===== config.mk =====
export PLATFORM = sky130hd
export DESIGN_NAME = oat_sys_end_flat
export DESIGN_NICKNAME = d
export VERILOG_FILES = /design/src/core/oat_sys_end_dummy_never.sv /design/src/core/oat_pkg.sv /design/src/core/oat_evt_if.sv /design/src/core/oat_sys_end.sv /design/src/flat_wrapper.sv
export SDC_FILE = /design/constraint.sdc
export NUM_CORES = 1
export LEC_CHECK = 0
export BUFFER_PORTS_ARGS = -buffer_cell sky130_fd_sc_hd__buf_2
export CAP_MARGIN = 10
export CORE_MARGIN = 2
export CORE_UTILIZATION = 40
export DETAILED_ROUTE_END_ITERATION = 7
export PLACE_DENSITY = 0.54
export REMOVE_ABC_BUFFERS = 1
export SLEW_MARGIN = 20
export SYNTH_ARGS = -nofsm -noshare
export SYNTH_HDL_FRONTEND = slang
export SYNTH_SLANG_ARGS = --single-unit
export TNS_END_PERCENT = 10

===== constraint.sdc =====
create_clock -name ref_clk -period 9.2 [get_ports ref_clk]
set_input_delay 0.46 -clock ref_clk [delete_from_list [all_inputs] [get_ports ref_clk]]
set_output_delay 0.46 -clock ref_clk [all_outputs]
set_load 0.03 [all_outputs]

===== src/core/oat_sys_end_dummy_never.sv =====
`timescale 1ns/1ps
`default_nettype none
`default_nettype wire


===== src/core/oat_pkg.sv =====
package oat_pkg;

   localparam int unsigned REF_CLK_MHZ = 20;
   localparam int unsigned REF_CLK_HZ = 20_000_000;
   localparam int unsigned NUM_STAGES = 4;
   localparam int unsigned NUM_CH = 4;
   localparam int unsigned SAMPLE_W = 12;

   // Enable pulse from the low energy timer: one slow clock period per sample
   localparam int unsigned TIMER_PULSE_NS = 30500;
   localparam int unsigned TIMER_PULSE_CYC = (TIMER_PULSE_NS * REF_CLK_MHZ) / 1000;
   localparam int unsigned SAMPLE_RATE_HZ = 16;
   localparam int unsigned SAMPLE_PERIOD_CYC = REF_CLK_HZ / SAMPLE_RATE_HZ;

   // Converter clocking and conversion lengths
   localparam int unsigned ADC_CLK_HZ = 4_000_000;
   localparam int unsigned ADC_CLK_DIV_CYC = REF_CLK_HZ / ADC_CLK_HZ;
   localparam int unsigned ADC_CLOCK_PRESCALE_FIELD = 3;
   localparam int unsigned ADC_ACQ_SAR_CYC = 1;
   localparam int unsigned ADC_RES_BITS = 12;
   localparam int unsigned ADC_CONV_SAR_CYC = ADC_RES_BITS + 1;
   localparam int unsigned FIFO_VALID_LEVEL = 3;
   localparam int unsigned FIFO_DEPTH = 4;

   // Amplifier sequencing intervals, least times rounded up
   localparam int unsigned START_DELAY_NS = 1000;
   localparam int unsigned WARMUP_NS = 5000;
   localparam int unsigned SETTLE_NS = 2000;
   localparam int unsigned START_DELAY_CYC = (START_DELAY_NS * REF_CLK_MHZ + 999) / 1000;
   localparam int unsigned WARMUP_CYC = (WARMUP_NS * REF_CLK_MHZ + 999) / 1000;
   localparam int unsigned SETTLE_CYC = (SETTLE_NS * REF_CLK_MHZ + 999) / 1000;

   // Event channel assignment
   localparam int unsigned TIMER_CH = 1;
   localparam int unsigned ADC_TRIG_CH = 2;

   localparam logic EN_MODE_PULSE = 1'h0;
   localparam logic EN_MODE_LEVEL = 1'h1;
   localparam logic OUT_MODE_WARM = 1'h0;
   localparam logic OUT_MODE_VALID = 1'h1;

   localparam logic [2:0] ADC_SEL_STAGE0 = 3'h0;
   localparam logic [2:0] ADC_SEL_STAGE1 = 3'h1;
   localparam logic [2:0] ADC_SEL_STAGE2 = 3'h2;
   localparam logic [2:0] ADC_SEL_STAGE3 = 3'h3;
   localparam logic [2:0] ADC_SEL_DAC = 3'h4;
   localparam logic [1:0] CMP_SEL_STAGE0 = 2'h0;
   localparam logic [1:0] CMP_SEL_STAGE1 = 2'h1;
   localparam logic [1:0] CMP_SEL_DAC = 2'h2;
   localparam logic [1:0] CMP_SEL_EXT = 2'h3;

   typedef enum logic [2:0] {AMP_OFF, AMP_START, AMP_WARM, AMP_SETTLE, AMP_VALID} oat_amp_st_e;
   typedef enum logic [1:0] {ADC_IDLE, ADC_ACQ, ADC_CONV, ADC_EOC} oat_adc_st_e;

endpackage


===== src/core/oat_evt_if.sv =====
`timescale 1ns/1ps
`default_nettype none
interface oat_evt_if
#(
   parameter int unsigned NCH = oat_pkg::NUM_CH,
   parameter int unsigned DW = oat_pkg::SAMPLE_W
);
   logic [NCH-1:0] enable_events;
   logic [NCH-1:0] stage_events;
   logic [DW-1:0] adc_input;
   logic [DW-1:0] cmp_pos_input;
   logic [DW-1:0] cmp_neg_input;

   modport amp
   (
      input enable_events,
      output stage_events,
      output adc_input,
      output cmp_pos_input,
      output cmp_neg_input
   );

   modport sys
   (
      output enable_events,
      input stage_events,
      input adc_input,
      input cmp_pos_input,
      input cmp_neg_input
   );
endinterface
`default_nettype wire


===== src/core/oat_sys_end.sv =====
`timescale 1ns/1ps
`default_nettype none
// Function
// Per stage pulse or level enable, chosen channel
// Level mode: rise turns on, low turns off
// Event out shows warm or valid, chosen channel
// Valid mode raises event when output valid
// Enable-to-valid delay is start+warm+settle
// Timer pulses one slow period at sample rate
// Converter starts once per valid rising edge
// Acquisition must end before enable falls
// Conversion clock is converter clock over four
// Acquisition lasts one conversion clock cycle
// Conversion takes resolution plus one cycles
// End of conversion pulse, one converter clock
// Request after four samples at level three
// Transfer drains FIFO while converting goes on
// Any stage output selectable as converter input
// Comparator inputs may pick stages 0, 1
// Stages 2, 3 never reach the comparator
// Comparator falling edge raises wake flag
// Early enable fall: off, no valid event
module oat_sys_end
#(
   parameter int unsigned NCH = oat_pkg::NUM_CH,
   parameter int unsigned DW = oat_pkg::SAMPLE_W,
   parameter int unsigned PERIOD_CYC = oat_pkg::SAMPLE_PERIOD_CYC,
   parameter int unsigned PULSE_CYC = oat_pkg::TIMER_PULSE_CYC,
   parameter int unsigned FD = oat_pkg::FIFO_DEPTH,
   parameter int unsigned TCH = oat_pkg::TIMER_CH,
   parameter int unsigned TRIG_CH = oat_pkg::ADC_TRIG_CH
)
(
   input wire logic ref_clk,
   input wire logic rst,
   oat_evt_if.sys evt,
   input wire logic timer_run,
   input wire logic ram_wr_ready,
   input wire logic wake_clear,
   input wire logic err_clear,
   output var logic ram_wr_valid,
   output var logic [DW-1:0] ram_wr_data,
   output var logic adc_eoc_evt,
   output var logic dma_req,
   output var logic wake_irq,
   output var logic window_err,
   output var logic fifo_overflow,
   output var logic [$clog2(FD+1)-1:0] fifo_level
);
   localparam int unsigned TW = $clog2(PERIOD_CYC);
   localparam int unsigned DVW = $clog2(oat_pkg::ADC_CLK_DIV_CYC);
   localparam int unsigned PSW = $clog2(oat_pkg::ADC_CLOCK_PRESCALE_FIELD + 1);
   localparam int unsigned PHW = $clog2(oat_pkg::ADC_CONV_SAR_CYC + 1);
   localparam int unsigned AW = $clog2(FD);
   localparam int unsigned PW = $clog2(FD + 1);

   typedef struct packed {
      logic [TW-1:0] tmr;
      logic [NCH-1:0] en_ev;
      logic [DVW-1:0] div;
      logic [PSW-1:0] clock_prescale_field;
      oat_pkg::oat_adc_st_e adc_st;
      logic [PHW-1:0] ph;
      logic trig_prev;
      logic [DW-1:0] result;
      logic eoc;
      logic [FD-1:0][DW-1:0] fifo;
      logic [AW-1:0] wp;
      logic [AW-1:0] rp;
      logic [PW-1:0] cnt;
      logic ovf;
      logic req;
      logic [PW-1:0] burst;
      logic out_v;
      logic [DW-1:0] out_d;
      logic sp_v;
      logic [DW-1:0] sp_d;
      logic cmp_prev;
      logic wake;
      logic werr;
   } oat_sys_s;

   oat_sys_s r;
   oat_sys_s n;

   logic adc_tick;
   logic sar_tick;
   logic trig;
   logic push;
   logic pop;
   logic take;
   logic cmp_hi;
   logic werr_set;
   logic ovf_set;

   always_comb
   begin
      n = r;
      // Enable pulse sits at the head of every sample period
      n.en_ev = '0;
      if (timer_run)
         n.tmr = (r.tmr == TW'(PERIOD_CYC - 1)) ? '0 : r.tmr + TW'(1);
      else
         n.tmr = '0;
      // Count 0 closes each period, so the first pulse after start is as long as the rest
      n.en_ev[TCH] = timer_run && (n.tmr != '0) && (n.tmr <= TW'(PULSE_CYC));

      // Converter clock and its prescaled conversion clock, restarted per trigger
      adc_tick = (r.div == DVW'(oat_pkg::ADC_CLK_DIV_CYC - 1));
      sar_tick = adc_tick && (r.clock_prescale_field == PSW'(oat_pkg::ADC_CLOCK_PRESCALE_FIELD));
      n.div = adc_tick ? '0 : r.div + DVW'(1);
      if (adc_tick)
         n.clock_prescale_field = (r.clock_prescale_field == PSW'(oat_pkg::ADC_CLOCK_PRESCALE_FIELD)) ? '0 : r.clock_prescale_field + PSW'(1);
      trig = evt.stage_events[TRIG_CH] && !r.trig_prev;
      n.trig_prev = evt.stage_events[TRIG_CH];
      push = 1'h0;
      werr_set = 1'h0;
      ovf_set = 1'h0;
      case (r.adc_st)
         oat_pkg::ADC_IDLE:
         begin
            n.div = '0;
            n.clock_prescale_field = '0;
            n.ph = '0;
            if (trig)
               n.adc_st = oat_pkg::ADC_ACQ;
         end
         oat_pkg::ADC_ACQ:
         begin
            if (!evt.stage_events[TRIG_CH])
               werr_set = 1'h1;
            if (sar_tick)
            begin
               n.ph = r.ph + PHW'(1);
               if (n.ph == PHW'(oat_pkg::ADC_ACQ_SAR_CYC))
               begin
                  n.result = evt.adc_input;
                  n.ph = '0;
                  n.adc_st = oat_pkg::ADC_CONV;
               end
            end
         end
         oat_pkg::ADC_CONV:
         begin
            if (sar_tick)
            begin
               n.ph = r.ph + PHW'(1);
               if (n.ph == PHW'(oat_pkg::ADC_CONV_SAR_CYC))
               begin
                  n.ph = '0;
                  n.adc_st = oat_pkg::ADC_EOC;
                  push = 1'b1;
               end
            end
         end
         oat_pkg::ADC_EOC:
         begin
            if (adc_tick)
               n.adc_st = oat_pkg::ADC_IDLE;
         end
         default: n.adc_st = oat_pkg::ADC_IDLE;
      endcase
      n.eoc = (n.adc_st == oat_pkg::ADC_EOC);

      // A result with no room is dropped and flagged
      if (push && r.cnt == PW'(FD))
      begin
         ovf_set = 1'h1;
         push = 1'h0;
      end
      if (push)
      begin
         n.fifo[r.wp] = r.result;
         n.wp = (r.wp == AW'(FD - 1)) ? '0 : r.wp + AW'(1);
      end

      // Transfer side: a burst of valid level plus one words, stalled by the buffer
      pop = (r.burst != '0) && (r.cnt != '0) && !r.sp_v;
      if (pop)
      begin
         n.rp = (r.rp == AW'(FD - 1)) ? '0 : r.rp + AW'(1);
         n.burst = r.burst - PW'(1);
      end
      else if (r.burst == '0 && r.req)
         n.burst = PW'(oat_pkg::FIFO_VALID_LEVEL + 1);
      if (push && !pop)
         n.cnt = r.cnt + PW'(1);
      else if (pop && !push)
         n.cnt = r.cnt - PW'(1);
      n.req = (n.cnt > PW'(oat_pkg::FIFO_VALID_LEVEL));

      // Two-entry buffer toward memory; spare slot catches the word in flight
      take = r.out_v && ram_wr_ready;
      if (!r.out_v || take)
      begin
         if (r.sp_v)
         begin
            n.out_v = 1'b1;
            n.out_d = r.sp_d;
            n.sp_v = 1'b0;
         end
         else
         begin
            n.out_v = pop;
            n.out_d = pop ? r.fifo[r.rp] : r.out_d;
         end
      end
      else if (pop)
      begin
         n.sp_v = 1'b1;
         n.sp_d = r.fifo[r.rp];
      end

      // Sticky flags: a new event in the clearing cycle survives
      cmp_hi = (evt.cmp_pos_input >= evt.cmp_neg_input);
      n.cmp_prev = cmp_hi;
      n.wake = (r.wake && !wake_clear) || (r.cmp_prev && !cmp_hi);
      n.werr = (r.werr && !err_clear) || werr_set;
      n.ovf = (r.ovf && !err_clear) || ovf_set;
   end

   always_ff @(posedge ref_clk or posedge rst)
   begin
      if (rst)
         r <= '0;
      else
         r <= n;
   end

   assign evt.enable_events = r.en_ev;
   assign ram_wr_valid = r.out_v;
   assign ram_wr_data = r.out_d;
   assign adc_eoc_evt = r.eoc;
   assign dma_req = r.req;
   assign wake_irq = r.wake;
   assign window_err = r.werr;
   assign fifo_overflow = r.ovf;
   assign fifo_level = r.cnt;
endmodule
`default_nettype wire


===== src/flat_wrapper.sv =====
// flat-port wrapper written by rule: the top's interface ports become plain ports
module oat_sys_end_flat 
#(
   parameter int unsigned NCH = oat_pkg::NUM_CH,
   parameter int unsigned DW = oat_pkg::SAMPLE_W,
   parameter int unsigned PERIOD_CYC = oat_pkg::SAMPLE_PERIOD_CYC,
   parameter int unsigned PULSE_CYC = oat_pkg::TIMER_PULSE_CYC,
   parameter int unsigned FD = oat_pkg::FIFO_DEPTH,
   parameter int unsigned TCH = oat_pkg::TIMER_CH,
   parameter int unsigned TRIG_CH = oat_pkg::ADC_TRIG_CH
)
  (ref_clk, rst, timer_run, ram_wr_ready, wake_clear, err_clear, ram_wr_valid, ram_wr_data, adc_eoc_evt, dma_req, wake_irq, window_err, fifo_overflow, fifo_level, evt_enable_events, evt_stage_events, evt_adc_input, evt_cmp_pos_input, evt_cmp_neg_input);
  oat_evt_if #(.NCH(NCH), .DW(DW)) evt_i ();
  input wire logic ref_clk;
  input wire logic rst;
  input wire logic timer_run;
  input wire logic ram_wr_ready;
  input wire logic wake_clear;
  input wire logic err_clear;
  output var logic ram_wr_valid;
  output var logic [DW-1:0] ram_wr_data;
  output var logic adc_eoc_evt;
  output var logic dma_req;
  output var logic wake_irq;
  output var logic window_err;
  output var logic fifo_overflow;
  output var logic [$clog2(FD+1)-1:0] fifo_level;
  output wire logic [$bits(evt_i.enable_events)-1:0] evt_enable_events;
  input wire logic [$bits(evt_i.stage_events)-1:0] evt_stage_events;
  input wire logic [$bits(evt_i.adc_input)-1:0] evt_adc_input;
  input wire logic [$bits(evt_i.cmp_pos_input)-1:0] evt_cmp_pos_input;
  input wire logic [$bits(evt_i.cmp_neg_input)-1:0] evt_cmp_neg_input;
  assign evt_enable_events = evt_i.enable_events;
  assign evt_i.stage_events = evt_stage_events;
  assign evt_i.adc_input = evt_adc_input;
  assign evt_i.cmp_pos_input = evt_cmp_pos_input;
  assign evt_i.cmp_neg_input = evt_cmp_neg_input;
  oat_sys_end #(.NCH(NCH), .DW(DW), .PERIOD_CYC(PERIOD_CYC), .PULSE_CYC(PULSE_CYC), .FD(FD), .TCH(TCH), .TRIG_CH(TRIG_CH)) u_core (.ref_clk(ref_clk), .rst(rst), .evt(evt_i), .timer_run(timer_run), .ram_wr_ready(ram_wr_ready), .wake_clear(wake_clear), .err_clear(err_clear), .ram_wr_valid(ram_wr_valid), .ram_wr_data(ram_wr_data), .adc_eoc_evt(adc_eoc_evt), .dma_req(dma_req), .wake_irq(wake_irq), .window_err(window_err), .fifo_overflow(fifo_overflow), .fifo_level(fifo_level));
endmodule

# [Word-level counts from Yosys, hierarchy flattened]
# Cells that the tools add are included.
[op_classes] add_sub_neg=9 order_cmp=6 n_eq_ne=14 muxes=36 bitwise_logic=1 n_reduce_logical=42
[ops] cell="$bwmux 48" n=1
[ops] cell="$mux 21" n=2
[ops] cell="$mux 12" n=3
[ops] cell="$mux 13" n=2
[ops] cell="$bmux 12 s2" n=1
[ops] cell="$demux 12 s2" n=1
[ops] cell="$mux 6" n=4
[ops] cell="$add 21x1->21 const B" n=1
[ops] cell="$eq 21x21->1 const B" n=1
[ops] cell="$le 21x10->1 const B" n=1
[ops] cell="$reduce_bool 21->1" n=1
[ops] cell="$logic_and 1x1->1" n=16
[ops] cell="$mux 3" n=5
[ops] cell="$eq 2x2->1 const B" n=6
[ops] cell="$ge 12x12->1" n=1
[ops] cell="$mux 2" n=6
[ops] cell="$pmux 4 s3" n=1
[ops] cell="$reduce_bool 3->1" n=3
[ops] cell="$logic_not 1->1" n=8
[ops] cell="$mux 1" n=8
[ops] cell="$pmux 2 s4" n=1
[ops] cell="$reduce_bool 2->1" n=4
[ops] cell="$add 2x1->2 const B" n=3
[ops] cell="$add 3x1->3 const B" n=2
[ops] cell="other kinds (17)" n=26
[word_totals] reg_bits=136 input_bits=46 out_inout_bits=25 wordCells=134

# [Longest topological paths before layout]
[logic_depth] depth_word=12 depth_mapped=10 ltp_nobuf=8

# [Least setup slack after synthesis]
# No wires, ideal clock.
[synth_path] path_type="flip-flop to flip-flop" start="register u_core.r[111] in the netlist's numbering" end="register u_core.r[77] in the netlist's numbering" setup_time_ns=0.125 t_arrival_ns=1.979 required_time_ns=9.075 slack_ns=7.096 stages_incl_launch_ff=11 path_buffers=3 synth_period_minus_slack_ns=2.104 path_cell_list="dfrtp_1 -> inv_1 -> ha_1 -> and3_1 -> buf_2 -> and3_1 -> and3_2 -> buf_6 -> nand2_2 -> buf_6 -> mux2_4"
[synth_via] elab_chain_len=6
[synth_lines] element="from (decl)" line_no="oat_sys_end.sv:83" text="oat_sys_s r;"
[synth_lines] element="from (signal assigned)" line_no="oat_sys_end.sv:227" text="r <= n;"
[synth_lines] element="$eq 3x3->1 *" line_no="oat_sys_end.sv:109" text="adc_tick = (r.div == DVW'(oat_pkg::ADC_CLK_DIV_CYC - 1));"
[synth_lines] element="$logic_and 1x1->1 *" line_no="oat_sys_end.sv:110" text="sar_tick = adc_tick && (r.clock_prescale_field == PSW'(oat_pkg::ADC_CLOCK_PRESCALE_FIELD));"
[synth_lines] element="$mux 1 *" line_no="oat_sys_end.sv:145" text="if (sar_tick)"
[synth_lines] element="$mux 1 *" line_no="oat_sys_end.sv:119" text="case (r.adc_st)"
[synth_lines] element="$logic_and 1x1->1" line_no="oat_sys_end.sv:166" text="if (push && r.cnt == PW'(FD))"
[synth_lines] element="$mux 1 *" line_no="oat_sys_end.sv:166"
# Mark *: on every way between the ends. The rest lies on a longest branch, timed or not.
# A chain may end at the register's enable or synchronous reset.

==> run metrics <==
Iter 0 DRT Violations 220; run status finished, final reports clean; cell count after synthesis between 600 and 700; Post-CTS Hold Fix Bufs 0; fraction of final layout cells sized beyond drive strength 1 29.7%; Port Buf Inserts 64; DRC Markers 0; Critical R2R Capture u_core.adc_eoc_evt; RSZ-0062 raised after global routing no; CP Capture Type flip-flop; Die H 137 µm; Site Rows 48; fill count 1572; largest net degree at the start of global routing 78; total CTS buffers 17; Worst Path Max Fanout 13; HPWL after DPL 9170 µm; CTS tree yes; worst r2r src u_core.r[103]; Post-synth EDFFs 0; routed vias/inst just over 5; First-pass DRT Iterations 4; Finish-stage setup viols 0; async set-or-reset flop fraction in the synthesized netlist 100%; Most used DFF post-synth dfrtp_1; Avg Synthesized Cell Area 11.6 µm²; largest area contributor in the netlist dfrtp_1; minimum clock period 2910 ps; die width about 140 µm; clock slew at reported path FFs 60 ps; Initial Util 40.9%; GP Congestion 0.793; Seq cells post-synth around 140; Max H-tree Level 4; ranking of synthesized cells by area dfrtp_1 (48%), mux2_2 (9.9%), ha_1 (5.8%); Worst-Margin Slew 1050 ps; final period utilization 31.6%; setup TNS 0 ps; final wirelength 13400 µm; final count of pins violating max slew 0; achievable frequency 344 MHz; met2 wire length approximately 6400 µm; initial antenna violation count 1; Routed Antenna Nets 0; global-route wire length before repair 23100 µm; Startpoint Class flip-flop; Clk Latency, worst-skew pair 420 ps; Rel. slew slack 29.6%; DR WL/cell 15.0 µm; post-synth top area share 48.1%; setup bufs post-CTS 0; clk buf depth 2; power per cell area 179 mW/mm²; yosys warns 0; clock skew around 5.5 ps; Fin. Hold Viols 0; wl on met1 6160 µm; Via Count between 4000 and 5000; Yosys cell types 65; P_leak 3.80 nW; data arrival time of the critical path 3270 ps; DR top layer met4; CTS root buffer clkbuf_16; Worst EP required 9560 ps; min setup slack post-route ~6300 ps; area growth from synthesis to layout 14.0%; post-CTS resize count 0; IO Count 71; all-layer global routing usage between 15 and 20%; Critical Path Source u_core.r[103]; Hold WC Path Type input port to asynchronous set/reset pin; final net count around 730; clk sinks 136; die area between 0.015 and 0.02 mm²; Crit Path Class flip-flop to flip-flop; Placeable Area 0.0173 mm²; met3 routed WL 575 µm; Mapped Area 0.00707 mm²; grt total ovfl 0; r2r setup slk approximately 6300 ps; dpl ws roughly 6200 ps; maximum VDD drop roughly 0.12 mV; Seq/Total Area, Yosys between 40% and 50%; Maximum Capacitance Violations 0; vias in the first global route 4765; R2R cell count 7
==> sequential cells by signal, summed over array words and instances, names as in the netlist <==
name,cells
u_core.adc_eoc_evt,1
u_core.wake_irq,1
u_core.fifo_overflow,1
u_core.evt.enable_events,1
u_core.fifo_level,3
u_core.window_err,1
u_core.dma_req,1
u_core.ram_wr_valid,1
u_core.r,114
u_core.ram_wr_data,12
==> cells in the final DEF (no fill, tap or decap), types with 4 or more instances in the layout <==
master     count
dfrtp_1      136
buf_2         64
mux2_2        62
nor2_1        54
inv_1         40
ha_1          33
nand2_1       28
a21oi_1       24
xnor2_1       18
clkbuf_16     17
mux2i_1       14
nand3_1       14
mux4_2        12
o21ai_0       11
mux2_4        10
nor3_1         9
and3_1         8
nand4_1        8
xor2_1         8
o22ai_1        7
nand2b_1       4
o31ai_1        4
inv_6          4
==> cells by family after synthesis <==
logic type	after synthesis	synth area share, %
AOI/OAI and AO/OA	74	6.92
xor gates and xnor gates	26	3.22
and+or+nand+nor	155	11.9
adders and majority gates	34	5.98
muxes	98	17.8
DFF	136	48.1
buffers and inverters	86	6.03
other	1	0.0530
==> cells in the mapped netlist, drive strengths merged (12+ instances only) <==
cell type and n:
buf 34, mux4 12, nand2 29, mux2 72
nand3 16, a21oi 24, xnor2 18, nor2 54
mux2i 14, dfrtp 136, ha 33, inv 41
==> area by class of cell <==
cell class / instances / area (µm²) / share of cell area (%)
clock buffers: 20 / 457 / 5.67
repair buffers: 67 / 343 / 4.25
flip-flops and latches: 136 / 3400 / 42.2
well taps: 225 / 282 / 3.49
inverters: 41 / 159 / 1.97
clock inverters: 12 / 165 / 2.05
multi-input cells: 390 / 3250 / 40.3
diodes: 1 / 2.50 / 0.0310
==> per-stage QoR <==
step,total power [mW],util [%],instances,cell area (µm²),hold slack (ps)
3_3_place_gp,0.741,43.0,859,7440,462
5_1_grt,1.51,46.6,891,8060,151
6_report,1.45,46.6,892,8060,113
3_5_place_dp,0.747,43.0,859,7440,481
2_1_floorplan,0.710,-,567,6810,440
4_1_cts,1.47,46.6,891,8060,126
==> report_power, final <==
part / switching, mW / total [mW] / internal [mW] / leakage [nW]
clock: 0.266 / 0.710 / 0.444 / 0.294
combinational: 0.0657 / 0.108 / 0.0419 / 1.71
sequential: 0.0146 / 0.628 / 0.613 / 1.80
total: 0.346 / 1.45 / 1.10 / 3.80
==> per-layer routing <==
layer / up-vias / global-route usage (%)
li1: 2197 / -
met1: 2205 / 19.7
met2: 81 / 26.4
met3: 17 / 4.67
met4: 0 / 5.73
met5: - / 0
==> worst max-delay path, cell delays in order (launching register included) <==
cell      delay, ps
dfrtp_1         450
ha_1            330
a21boi_0        200
a21oi_1          90
o22ai_1         290
nand4_1         790
a21oi_1         490
o211a_1         190
==> worst max path at each step <==
stage,to,slack (ps),depth (start not counted)
floorplan,u_core.adc_eoc_evt,5100,1
global placement,u_core.adc_eoc_evt,6350,7
detailed placement,u_core.adc_eoc_evt,6250,7
CTS,u_core.adc_eoc_evt,6200,7
global route,u_core.adc_eoc_evt,5960,7
finish,u_core.adc_eoc_evt,6290,7
Power figures use the tool's default switching activity.
